`src/becr_defines.vh`:
```
// becr_defines.vh: offsets, reset values and field positions of the bus fault capture registers
// assumes byte addressing on a 32-bit register bus, one aligned word per register
`ifndef BECR_DEFINES_VH
`define BECR_DEFINES_VH

`define BECR_ADDR_W           8
`define BECR_OFF_FAULT_ADDR   8'h04
`define BECR_OFF_FAULT_CTRL   8'h14
`define BECR_OFF_VECTOR_CTRL  8'h18
`define BECR_FAULT_ADDR_RST   32'h0000_0000
`define BECR_FAULT_CTRL_RST   1'h0
`define BECR_VECTOR_CTRL_RST  1'h1
`define BECR_BIT_SUPPRESS     0
`define BECR_BIT_DIRECT       0
`define BECR_RESP_OKAY        2'h0
`define BECR_RESP_SLVERR      2'h2
`define BECR_IRQ_N            8

`endif

```
`src/becr_regs.v`:
```
// Summary of operation
// first bus error loads its full address only while the fault register is zero
// any software write to the fault address register clears it to zero
// a capture in the same cycle as a clearing write wins
// error control bit 0 suppresses memory exceptions from bus errors, resets zero
// interrupt control bit 0 selects direct vectors, resets to one
// direct scheme gives each interrupt event its own vector
// reserved bits read zero and ignore writes
//
// becr_regs.v: bus fault capture and control registers behind an AXI4-Lite slave
// assumes bus error strobe and address come from logic on the system clock
// assumes each register access is one aligned 32-bit word; other addresses answer with an error
// assumes interrupt events are levels on the system clock, so no synchroniser sits in front
// assumes one write and one read at most are in flight at a time
//
// Chosen here: the AXI4-Lite interface to the registers.
`timescale 1ns/100ps
`default_nettype none

`include "becr_defines.vh"

module becr_regs (
	input  wire                    sys_clk_i,          // system clock, 250 MHz
	input  wire                    sys_rst_i,          // async reset, active high
	input  wire                    s_axi_awvalid_i,    // write address valid
	output reg                     s_axi_awready_o,    // write address ready
	input  wire [`BECR_ADDR_W-1:0] s_axi_awaddr_i,     // write address
	input  wire                    s_axi_wvalid_i,     // write data valid
	output reg                     s_axi_wready_o,     // write data ready
	input  wire [31:0]             s_axi_wdata_i,      // write data
	input  wire [3:0]              s_axi_wstrb_i,      // write byte strobes
	output reg                     s_axi_bvalid_o,     // write response valid
	input  wire                    s_axi_bready_i,     // write response ready
	output reg  [1:0]              s_axi_bresp_o,      // write response
	input  wire                    s_axi_arvalid_i,    // read address valid
	output reg                     s_axi_arready_o,    // read address ready
	input  wire [`BECR_ADDR_W-1:0] s_axi_araddr_i,     // read address
	output reg                     s_axi_rvalid_o,     // read data valid
	input  wire                    s_axi_rready_i,     // read data ready
	output reg  [31:0]             s_axi_rdata_o,      // read data
	output reg  [1:0]              s_axi_rresp_o,      // read response
	input  wire                    bus_err_i,          // bus error pulse on master port
	input  wire [31:0]             bus_err_addr_i,     // address of the erroring access
	output reg                     exc_suppress_o,     // suppress memory exceptions
	output reg                     direct_vector_select_o, // direct vector scheme on
	input  wire [`BECR_IRQ_N-1:0]  irq_event_i,        // interrupt events
	output wire [`BECR_IRQ_N-1:0]  direct_irq_o,       // per-event vectors (flopped)
	output wire                    agg_irq_o           // aggregated vector (flopped)
);

	// ****************************************
	// write channel
	// ****************************************
	reg                     aw_held;
	reg  [`BECR_ADDR_W-1:0] aw_addr;
	reg                     w_held;
	reg  [31:0]             w_data;
	reg  [3:0]              w_strb;
	reg  [31:0]             fault_addr;
	reg                     suppress;
	reg                     direct_sel;

	// ****************************************
	// write decode
	// ****************************************
	// a write retires only once bvalid has cleared, so one response at most is pending
	wire aw_take = s_axi_awvalid_i & s_axi_awready_o;
	wire w_take  = s_axi_wvalid_i & s_axi_wready_o;
	wire wr_fire = aw_held & w_held & ~s_axi_bvalid_o;
	wire wr_fa   = wr_fire & (aw_addr == `BECR_OFF_FAULT_ADDR);
	wire wr_fc   = wr_fire & (aw_addr == `BECR_OFF_FAULT_CTRL);
	wire wr_vc   = wr_fire & (aw_addr == `BECR_OFF_VECTOR_CTRL);

	// address and data may arrive in either order; each is held until the write retires
	always @(posedge sys_clk_i or posedge sys_rst_i) begin
		if (sys_rst_i) begin
			aw_held         <= 1'b0;
			aw_addr         <= {`BECR_ADDR_W{1'b0}};
			w_held          <= 1'b0;
			w_data          <= 32'h0000_0000;
			w_strb          <= 4'h0;
			s_axi_awready_o <= 1'b0;
			s_axi_wready_o  <= 1'b0;
			s_axi_bvalid_o  <= 1'b0;
			s_axi_bresp_o   <= `BECR_RESP_OKAY;
		end else begin
			// readies drop after a take so a held word cannot be overwritten
			s_axi_awready_o <= ~aw_held & ~aw_take & ~s_axi_bvalid_o;
			s_axi_wready_o  <= ~w_held & ~w_take & ~s_axi_bvalid_o;
			if (aw_take) begin
				aw_held <= 1'b1;
				aw_addr <= s_axi_awaddr_i;
			end
			if (w_take) begin
				w_held <= 1'b1;
				w_data <= s_axi_wdata_i;
				w_strb <= s_axi_wstrb_i;
			end
			if (wr_fire) begin
				aw_held        <= 1'b0;
				w_held         <= 1'b0;
				s_axi_bvalid_o <= 1'b1;
				// unmapped writes answer with an error and change nothing
				s_axi_bresp_o  <= (wr_fa | wr_fc | wr_vc) ? `BECR_RESP_OKAY : `BECR_RESP_SLVERR;
			end else if (s_axi_bvalid_o & s_axi_bready_i) begin
				s_axi_bvalid_o <= 1'b0;
			end
		end
	end

	// ****************************************
	// register storage
	// ****************************************
	// capture only while empty so the first faulting address survives
	// an erroring address of zero leaves the register open to the next error
	wire capture = bus_err_i & (fault_addr == `BECR_FAULT_ADDR_RST);

	always @(posedge sys_clk_i or posedge sys_rst_i) begin
		if (sys_rst_i) begin
			fault_addr <= `BECR_FAULT_ADDR_RST;
		end else if (capture) begin
			fault_addr <= bus_err_addr_i;
		end else if (wr_fa) begin
			fault_addr <= `BECR_FAULT_ADDR_RST;
		end
	end

	// ****************************************
	// control bits
	// ****************************************
	// only byte lane 0 holds a live bit; the other lanes are reserved
	always @(posedge sys_clk_i or posedge sys_rst_i) begin
		if (sys_rst_i) begin
			suppress   <= `BECR_FAULT_CTRL_RST;
			direct_sel <= `BECR_VECTOR_CTRL_RST;
		end else begin
			if (wr_fc & w_strb[0]) begin
				suppress <= w_data[`BECR_BIT_SUPPRESS];
			end
			if (wr_vc & w_strb[0]) begin
				direct_sel <= w_data[`BECR_BIT_DIRECT];
			end
		end
	end

	// ****************************************
	// control outputs
	// ****************************************
	// outputs trail the registers by one cycle so each leaves a flop
	always @(posedge sys_clk_i or posedge sys_rst_i) begin
		if (sys_rst_i) begin
			exc_suppress_o         <= `BECR_FAULT_CTRL_RST;
			direct_vector_select_o <= `BECR_VECTOR_CTRL_RST;
		end else begin
			exc_suppress_o         <= suppress;
			direct_vector_select_o <= direct_sel;
		end
	end

	// ****************************************
	// read channel
	// ****************************************
	reg [31:0] next_rdata;
	reg [1:0]  next_rresp;

	// unmapped reads return zero with an error response
	always @* begin
		next_rdata = 32'h0000_0000;
		next_rresp = `BECR_RESP_OKAY;
		case (s_axi_araddr_i)
			`BECR_OFF_FAULT_ADDR: begin
				next_rdata = fault_addr;
			end
			`BECR_OFF_FAULT_CTRL: begin
				next_rdata[`BECR_BIT_SUPPRESS] = suppress;
			end
			`BECR_OFF_VECTOR_CTRL: begin
				next_rdata[`BECR_BIT_DIRECT] = direct_sel;
			end
			default: begin
				next_rresp = `BECR_RESP_SLVERR;
			end
		endcase
	end

	// ****************************************
	// read response
	// ****************************************
	wire ar_take = s_axi_arvalid_i & s_axi_arready_o;

	always @(posedge sys_clk_i or posedge sys_rst_i) begin
		if (sys_rst_i) begin
			s_axi_arready_o <= 1'b0;
			s_axi_rvalid_o  <= 1'b0;
			s_axi_rdata_o   <= 32'h0000_0000;
			s_axi_rresp_o   <= `BECR_RESP_OKAY;
		end else begin
			// arready idles low every other cycle; a waiting master is taken within two
			s_axi_arready_o <= ~s_axi_rvalid_o & ~ar_take & ~s_axi_arready_o;
			if (ar_take) begin
				s_axi_rvalid_o <= 1'b1;
				s_axi_rdata_o  <= next_rdata;
				s_axi_rresp_o  <= next_rresp;
			end else if (s_axi_rvalid_o & s_axi_rready_i) begin
				s_axi_rvalid_o <= 1'b0;
			end
		end
	end

	// ****************************************
	// interrupt vector steering
	// ****************************************
	// fed from the live register bit so vectors switch with direct_vector_select_o
	becr_vector_route u_route (
		.sys_clk_i    (sys_clk_i),
		.sys_rst_i    (sys_rst_i),
		.direct_i     (direct_sel),
		.event_i      (irq_event_i),
		.direct_irq_o (direct_irq_o),
		.agg_irq_o    (agg_irq_o)
	);

endmodule // becr_regs

`default_nettype wire

```
`src/becr_vector_route.v`:
```
// becr_vector_route.v: steers interrupt events to direct vectors or to one aggregated vector
// assumes events are level requests on the system clock domain
`timescale 1ns/100ps
`default_nettype none

`include "becr_defines.vh"

module becr_vector_route (
	input  wire                    sys_clk_i,     // system clock
	input  wire                    sys_rst_i,     // async reset, active high
	input  wire                    direct_i,      // direct vector select
	input  wire [`BECR_IRQ_N-1:0]  event_i,       // interrupt events
	output reg  [`BECR_IRQ_N-1:0]  direct_irq_o,  // per-event vectors
	output reg                     agg_irq_o      // aggregated vector
);

	wire [`BECR_IRQ_N-1:0] next_direct_irq;

	// one gate per event; a single flop process keeps one driver on the vector
	genvar g;
	generate
		for (g = 0; g < `BECR_IRQ_N; g = g + 1) begin : g_route
			assign next_direct_irq[g] = direct_i & event_i[g];
		end
	endgenerate

	always @(posedge sys_clk_i or posedge sys_rst_i) begin
		if (sys_rst_i) begin
			direct_irq_o <= {`BECR_IRQ_N{1'b0}};
		end else begin
			direct_irq_o <= next_direct_irq;
		end
	end

	// aggregated path only when the direct scheme is off
	always @(posedge sys_clk_i or posedge sys_rst_i) begin
		if (sys_rst_i) begin
			agg_irq_o <= 1'b0;
		end else begin
			agg_irq_o <= ~direct_i & (|event_i);
		end
	end

endmodule // becr_vector_route

`default_nettype wire

```
`config.mk`:
```
export PLATFORM = sky130hd
export DESIGN_NAME = becr_regs
export DESIGN_NICKNAME = d
export VERILOG_FILES = /design/src/becr_regs.v /design/src/becr_vector_route.v
export VERILOG_INCLUDE_DIRS = /design/src
export SDC_FILE = /design/constraint.sdc
export NUM_CORES = 1
export LEC_CHECK = 0
export ABC_AREA = 1
export BUFFER_PORTS_ARGS = -buffer_cell sky130_fd_sc_hd__buf_2
export CAP_MARGIN = 10
export CORE_UTILIZATION = 45
export DETAILED_ROUTE_END_ITERATION = 8
export GPL_TIMING_DRIVEN = 0
export PLACE_DENSITY_LB_ADDON = 0.08
export SETUP_SLACK_MARGIN = 0.15
export SLEW_MARGIN = 20
export SYNTH_ARGS = -nofsm -noshare
export SYNTH_HDL_FRONTEND = slang
export SYNTH_SLANG_ARGS = --single-unit
export TNS_END_PERCENT = 50
```
`constraint.sdc`:
```
create_clock -name sys_clk_i -period 5.6 [get_ports sys_clk_i]
set_clock_uncertainty 0.1 [all_clocks]
set_input_delay 0.56 -clock sys_clk_i [delete_from_list [all_inputs] [get_ports sys_clk_i]]
set_output_delay 0.56 -clock sys_clk_i [all_outputs]
set_load 0.02 [all_outputs]
```
# Yosys cells after proc, flatten, opt, wreduce, memory -nomap -nowiden
# Index checks and enable logic that the tools add are counted.
dict set report totals {
  elab_cells 87
  register_bits 98
  in_bits 100
  out_inout_bits 52
}
dict set report op_classes {
  n_reduce_logical 8
  bitwise 39
  muxes 14
  eq_ne 6
}
# op n
set op_table {}
lappend op_table {{$mux W32} 2}
lappend op_table {{$eq A8 B5 Y1 const B} 4}
lappend op_table {{$logic_not A32 Y1} 1}
lappend op_table {{$mux W31} 1}
lappend op_table {{$and A1 B1 Y1} 28}
lappend op_table {{$eq A8 B3 Y1 const B} 2}
lappend op_table {{$reduce_bool A2 Y1} 5}
lappend op_table {{$not A1 Y1} 9}
lappend op_table {{$mux W1} 8}
lappend op_table {{$reduce_or A8 Y1} 1}
lappend op_table {{$mux W2} 2}
lappend op_table {{$pmux W1 S3} 1}
lappend op_table {{$reduce_or A3 Y1} 1}
lappend op_table {{$or A1 B1 Y1} 2}

# Longest topological paths before layout
# Gate-level depths: netlist (run 1).
dict set report depth {
  word_depth 6
  ltp_mapped 9
}

# Cells and area by module
# Synthesis (run 1) repeated with hierarchy kept, for this count alone.
dict set report hier_totals {
  hier_cells 479
  area_unflattened_um2 4194.0
}
# mod seq_area_each_um2 instances area_per_inst_um2 cells_each
set modules_own_cells {}
lappend modules_own_cells {becr_regs 2179.6 1 3867.5 444}
lappend modules_own_cells {becr_vector_route 225.2 1 326.6 35}

# Worst setup path after synthesis (run 1)
# No wires, ideal clock.
dict set report synth_timing {
  path_type {input-to-reg}
  start {input port bus_err_i}
  end {register fault_addr[0]}
  required_time_ns 5.435
  path_buffers 1
  path_stages 7
  slack_ns 4.156
  arrival_time_ns 1.279
  path_cell_list {inv_1 -> nor2_1 -> nand2_1 -> nor3_4 -> buf_6 -> nand3_1 -> nand2_1}
}
dict set report synth_via {
  elab_chain_len 2
}
# element line
set synth_lines {}
lappend synth_lines {{start: declaration} becr_regs.v:42} ;# input wire bus_err_i,
lappend synth_lines {{$and A1 B1 Y1 (*)} becr_regs.v:116} ;# wire capture = bus_err_i & (fault_addr == `BECR_FAULT_ADDR_RST);
lappend synth_lines {{$mux W32 or $reduce_bool A2 Y1 (tied branches)} n/a}
lappend synth_lines {{end signal: assignment} becr_regs.v:120} ;# fault_addr <= `BECR_FAULT_ADDR_RST;
lappend synth_lines {{end signal: assignment} becr_regs.v:122} ;# fault_addr <= bus_err_addr_i;
lappend synth_lines {{end signal: assignment} becr_regs.v:124} ;# fault_addr <= `BECR_FAULT_ADDR_RST;
lappend synth_lines {{end: declaration} becr_regs.v:59} ;# reg [31:0] fault_addr;
# Mark *: on every way between the ends. The rest lies on a longest branch, timed or not.
# A chain may end at the register's enable or synchronous reset.

# Final worst setup path (run 1)
dict set report layout_timing {
  start {register direct_vector_select_o}
  end {output port direct_vector_select_o}
}
# element line
set layout_lines {}
lappend layout_lines {{start: declaration} becr_regs.v:45} ;# output reg direct_vector_select_o,
lappend layout_lines {{start signal: assignment} becr_regs.v:153} ;# direct_vector_select_o <= `BECR_VECTOR_CTRL_RST;
lappend layout_lines {{start signal: assignment} becr_regs.v:156} ;# direct_vector_select_o <= direct_sel;
# No word-level cell between the ends.

==> results of run 1 <==
cell families (layout without fill, tap and decap cells):
group,count (synthesis),after routing
AND/OR/NAND/NOR,269,269
flip-flops,96,96
buffers and inverters,64,196
AO/OA/AOI/OAI,46,46
other,1,2
multiplexers,1,1
cell usage after synthesis:
master / number / share of area [%]
a21oi_1: 1 / 0.12
buf_2: 9 / 1.1
buf_4: 5 / 0.92
buf_6: 3 / 0.83
clkbuf_1: 8 / 0.74
conb_1: 1 / 0.092
dfrtp_1: 94 / 58
dfstp_2: 2 / 1.3
inv_1: 39 / 3.6
mux2i_1: 1 / 0.25
nand2_1: 151 / 14
nand3_1: 73 / 8.9
nand4_1: 3 / 0.46
nor2_1: 30 / 2.8
nor2_2: 2 / 0.31
nor3_1: 6 / 0.74
nor3_4: 1 / 0.40
nor4_1: 3 / 0.46
o21ai_0: 45 / 5.5
worst paths after layout:
path	slack (ns)	endpoint	depth (start not counted)
min in group sys_clk_i	0.27	s_axi_bvalid_o$_DFFE_PP0P_	2
max in group asynchronous	4.71	direct_sel$_DFFE_PP1P_	3
hold reg to reg	0.27	direct_vector_select_o$_DFF_PP1_	0
setup / recovery	3.91	direct_vector_select_o	1
setup reg to reg	4.03	fault_addr[9]$_DFFE_PP0P_	8
hold / removal	0.06	exc_suppress_o$_DFF_PP0_	2
flip-flops by register name (all words and copies together), names as in the netlist, 8 cells and up:
signal                cells
u_route.direct_irq_o      8
fault_addr               32
s_axi_rdata_o            32
aw_addr                   8
metal layers:
metal / GRT usage [%] / wire (um) / vias to the layer above
met2: 33.4 / 4370 / 88
met5: 0 / 0 / -
li1: - / - / 1776
met4: 7.01 / 112 / 0
met1: 30.5 / 4650 / 1644
met3: 3.96 / 438 / 10
area by class of cell:
type / instances / area, um^2 / area share (%)
inverters: 39 / 151 / 3.01
plain buffers: 25 / 146 / 2.91
flip-flops and latches: 96 / 2400 / 47.8
repair buffers: 116 / 603 / 12.0
clock buffers: 10 / 138 / 2.73
clock inverters: 6 / 67.6 / 1.34
well taps: 108 / 135 / 2.68
multi-input cells: 318 / 1390 / 27.6
metrics by stage:
step | util [%] | hold WS [ns] | power (uW) | instances | setup slack, ns
2_1_floorplan | - | 0.253 | 1620 | 478 | 2.44
3_3_place_gp | 54.7 | 0.255 | 1890 | 701 | 1.27
3_5_place_dp | 55.1 | 0.256 | 1920 | 702 | 3.68
4_1_cts | 57.5 | 0.0526 | 2380 | 718 | 3.89
5_1_grt | 57.5 | 0.0544 | 2530 | 718 | 3.83
6_report | 57.5 | 0.0586 | 2350 | 718 | 3.91
power by group through the flow:
stage               combinational (uW)  clock [uW]  sequential [uW]
floorplan                          674           0              948
global placement                   955           0              931
detailed placement                 982           0              937
CTS                                985         475              922
global route                      1090         501              940
finish                             967         461              923
==> impl_results.md, run 1 <==
* Number of vias per cell at 4.90
* Clock Sinks at 96
* Crit Path Category: reg2out
* Die Ht at around 97 um
* DRC at 0
* Synthesized area at ~4000 um^2
* Nets at between 700 and 800
* Site Rows at 34
* Max Cap Viol at 0
* Commonest non-fill, non-tap cell in the layout: nand2_1
* Gate Count Post-Synth at approximately 480
* Cell Area, Placed at 4830 um^2
* Antenna Nets Post-Route at 0
* Global-route wire length before repair at ~16,000 um
* Internal at between 1000 and 1500 uW
* CORE AREA at approximately 8800 um^2
* Via count at about 3,500
* Count of final hold-check violations at 0
* Worst Path Max Fanout at 1
* Total track usage at ~21%
* Most frequent cells in the layout: nand2_1 (151), buf_2 (124), dfrtp_1 (94)
* Worst setup SP type: flip-flop
* Clock network power share at around a fifth
* Initial Util at between 40% and 50%
* WL per Instance at about 13 um
* Root Buffer: clkbuf_8
* Post-CTS sizing at 0
* Hold bufs inserted after CTS at 0
* Worst Hold Class: in2async
* DP Wirelength at 6960 um
* CP max-delay cell: dfstp_2
* Combinational family with the most area after synthesis: simple AND/OR/NAND/NOR gates
* Crit path from: direct_vector_select_o$_DFF_PP1_
* Total routed wirelength at between 9000 and 10,000 um
* Fmax at 590 MHz
* Slew HR at about three fifths
* Slew @ Worst Pin at between 0.5 and 0.6 ns
* Status: complete, no violations
* Routability Congestion at just under 0.8
* Final setup fails at 0
* Pwr/cell area at ~470 nW/um^2
* Die area at 9460 um^2
* Post-Synth XOR/XNOR Area at 0%
* CTS max path bufs at 2
* Crit path DAT at roughly 1.0 ns
* Largest net degree at the start of global routing at 69
* Comb pwr share at between 40% and 50%
* Crit path largest cell delay at between 0.5 and 0.6 ns
* Fin crit share at between 30 and 40%
* Final max-slew violation count at 0
* Final setup TNS at 0 ns
* Register area share after synthesis at 58.9%
* Antenna violations before repair at 0
* Die width at approximately 97 um
* CTS tree: yes
* Cell variety after synth at 19
* FF+latch count, synth at 96
* Post-Synth Adder-Cell Area at 0%
* RSZ-0062 raised after global routing: false
* Seq pwr share at between 30% and 40%
* Synth-to-layout area growth at 23.3%
* CP Buf/Inv Count at 1
* Skew-Pair Late Insertion Delay at roughly 0.36 ns
* GR Overflow Total at 0
* Worst path top cell family by delay: flip-flops
* Mux cell area share after synthesis at less than 1%
* Synth Warn # at 0
* IO Port Bufs at around 120
* Min Tclk post-route at between 1.5 and 2 ns
* Fillers at between 800 and 900
* Switching Fraction at between 40% and 50%
* Vias in the first global route at ~3,400
* Average size of a mapped cell at ~8.6 um^2
* CP cell instances: buf_2
* Worst-path clk slew at about 0.090 ns
* Share of cells above drive strength 1 at ~25%
* Reg2reg start: fault_addr[4]$_DFFE_PP0P_
* Cell leakage power at around 0.0028 uW
* WP data required at between 4 and 5 ns
* Simple-gate portion of the synthesized area at 27.9%
* Router iterations before antenna repair at 4
* Antenna cells at 0
* I/O pin count at about 150
* CTS H-tree lvls at 3
* Psw at slightly below 1000 uW
* Total CTS buffers at 9
* Setup Buffers After CTS at 0
* Peak supply drop at 0.000314 V
* Cell area after layout at 5030 um^2
* CP Capture Type: output pin
* Post-synthesis compound-gate area fraction at about 5.6%
* DRT iter0 DRCs at ~150
Power figures use the tool's default switching activity.
==> run 2: changes to the inputs <==
- clock period: 5.6 -> 1.75 ns (I/O delays scaled with it)
==> run 2 against run 1 <==
  * Final area increased by 15%
  * Critical endpoint is now fault_addr[11]$_DFFE_PP0P_
  * Highest routed layer unchanged
  * Clock power rose to 3.8 times the previous value
  * Combinational power grew to 4.1 times the previous value
==> impl_results.md, run 2 (same netlist as run 1, synthesis figures left out) <==
* Global-route wire length before repair at 17,000 um (was 16,100 um)
* Cell Area, Placed at 4870 um^2 (was 4830 um^2)
* Nets at 770 (was 705)
* I/O pin count at 152 (unchanged)
* Crit path DAT at 1.67 ns (was 1.03 ns)
* Crit Path Category: reg2reg (was reg2out)
* Total routed wirelength at 10,100 um (was 9570 um)
* Share of cells above drive strength 1 at 26.2% (was 25.4%)
* CORE AREA at 8760 um^2 (unchanged)
* Router iterations before antenna repair at 5 (was 4)
* CTS max path bufs at 2 (unchanged)
* RSZ-0062 raised after global routing: true (was false)
* Initial Util at 46.6% (unchanged)
* Status: complete, no violations (unchanged)
* Vias in the first global route at 3,608 (was 3,382)
* CTS H-tree lvls at 3 (unchanged)
* Register-to-Register Path Depth at 7 (was 8)
* Clock Sinks at 96 (unchanged)
* Cell area after layout at 5800 um^2 (was 5030 um^2)
* Number of vias per cell at 4.79 (was 4.90)
* Worst setup SP type: flip-flop (unchanged)
* Worst Path Max Fanout at 10 (was 1)
* Die area at 9460 um^2 (unchanged)
* WHS Endpoint: s_axi_wready_o$_DFF_PP0_
* Max Cap Viol at 0 (unchanged)
* Commonest non-fill, non-tap cell in the layout: nand2_1 (unchanged)
* Final max-slew violation count at 0 (unchanged)
* Total track usage at 22.6% (was 21.4%)
* Die Ht at 97.3 um (unchanged)
* Skew-Pair Late Insertion Delay at 0.36 ns (about the same)
* Root Buffer: clkbuf_8 (unchanged)
* Peak supply drop at 0.00135 V (was 0.000314 V)
* Reg2Reg Setup Slack at 0.23 ns (was 4.03 ns)
* WP data required at 1.90 ns (was 4.94 ns)
* Fmax at 656 MHz
* CTS tree: yes (unchanged)
* WL per Instance at 12.9 um (was 13.3 um)
* Antenna cells at 0 (unchanged)
* Min Tclk post-route at 1.52 ns
* GR Overflow Total at 0 (unchanged)
* Count of final hold-check violations at 0 (unchanged)
* Pwr/cell area at 1500 nW/um^2 (was 467 nW/um^2)
* Post-Place Cells at 704 (was 702)
* Via count at 3,752 (was 3,518)
* Largest net degree at the start of global routing at 34 (was 69)
* DRC at 0 (unchanged)
* Cell leakage power at 0.00312 uW (was 0.00279 uW)
* Hold Path Cell Cnt at 4
* Final setup TNS at 0 ns (unchanged)
* Slew @ Worst Pin at 0.502 ns (was 0.598 ns)
* CP Capture Type: flip-flop (was output pin)
* Post-Layout Cell Count at 783 (was 718)
* Slew HR at 66.6% (was 60.2%)
* DP Wirelength at 7060 um (was 6960 um)
* Die width at 97.3 um (unchanged)
* Antenna violations before repair at 0 (unchanged)
* Biggest regs: fault_addr: 32 flops, s_axi_rdata_o: 32 flops (unchanged)
* Worst-path clk slew at 0.10 ns (was 0.09 ns)
* Worst hold slack at 0.0690 ns (was 0.0586 ns)
* Worst reg2reg path endpoint: fault_addr[11]$_DFFE_PP0P_ (was fault_addr[9]$_DFFE_PP0P_)
* Fin crit share at just under 90%
* Most frequent cells in the layout: nand2_1 (150), buf_2 (118), dfrtp_1 (94) (was nand2_1 (151), buf_2 (124), dfrtp_1 (94))
* Antenna Nets Post-Route at 0 (unchanged)
* Final setup fails at 0 (unchanged)
* Routability Congestion at 0.784 (was 0.789)
* Site Rows at 34 (unchanged)
* IO Port Bufs at 115 (unchanged)
* Total CTS buffers at 9 (unchanged)
* Worst Hold Launch: s_axi_wvalid_i
* Reg2reg start: fault_addr[22]$_DFFE_PP0P_ (was fault_addr[4]$_DFFE_PP0P_)
* Util after Layout at 66.1% (was 57.5%)
* DRT iter0 DRCs at 152 (was 145)
* Synth-to-layout area growth at 42.0% (was 23.3%)
* Worst Hold Class: in2reg (was in2async)
run 2: worst max-delay path by stage:
| stage | start | to | slack, ns |
|---|---|---|---|
| 3_3_place_gp | sys_rst_i | fault_addr[11]$_DFFE_PP0P_ | -0.34 |
| 3_5_place_dp | s_axi_bvalid_o$_DFFE_PP0P_ | fault_addr[20]$_DFFE_PP0P_ | 0.18 |
| 6_report | fault_addr[22]$_DFFE_PP0P_ | fault_addr[11]$_DFFE_PP0P_ | 0.23 |
| 4_1_cts | fault_addr[6]$_DFFE_PP0P_ | fault_addr[9]$_DFFE_PP0P_ | 0.16 |
| 2_1_floorplan | s_axi_bvalid_o$_DFFE_PP0P_ | fault_addr[0]$_DFFE_PP0P_ | 0.32 |
| 5_1_grt | fault_addr[12]$_DFFE_PP0P_ | fault_addr[30]$_DFFE_PP0P_ | 0.12 |
run 2: critical path: stages (launching register included):
cell	delay, ns
dfrtp_1	0.42
nor2_1	0.14
nand3_1	0.17
nor2_2	0.16
nand3_2	0.09
buf_4	0.19
nand3_1	0.09
nand2_1	0.05
run 2: layout make-up:
type / count / area [um^2]
buffer: 25 / 178
clock buffer: 10 / 128
clock inverter: 6 / 115
fill: 743 / 2970
inverter: 39 / 150
multi-input combinational: 318 / 1430
sequential: 96 / 2400
tap: 108 / 135
timing repair buffer: 181 / 1260
run 2: metrics by stage:
stage	total power, uW	setup WS, ns
detailed placement	6120	0.178
global route	9220	0.115
floorplan	5190	0.322
CTS	7970	0.156
global placement	6030	-0.337
finish	8690	0.226
run 2: repair_timing:
item / 4_1_cts / 5_1_grt
hold endpoints to repair: 66 / 0
gates cloned: 0 / 1
setup buffers: 0 / 7
endpoints found under the setup margin: 9 / 48
resized for setup: 2 / 30
hold buffers: 55 / 0
pin swaps: 0 / 2
run 2: power breakdown:
| group | switching [uW] | internal, uW |
|---|---|---|
| combinational | 2380 | 1600 |
| sequential | 305 | 2650 |
| clock | 795 | 958 |
| total | 3480 | 5210 |
run 2: metal layers:
| layer | vias up | routed length [um] | global-route usage (%) |
|---|---|---|---|
| met5 | - | 0 | 0 |
| met2 | 102 | 4570 | 36.1 |
| li1 | 1909 | - | - |
| met1 | 1731 | 4970 | 32.0 |
| met4 | 0 | 119 | 5.32 |
| met3 | 10 | 444 | 4.39 |
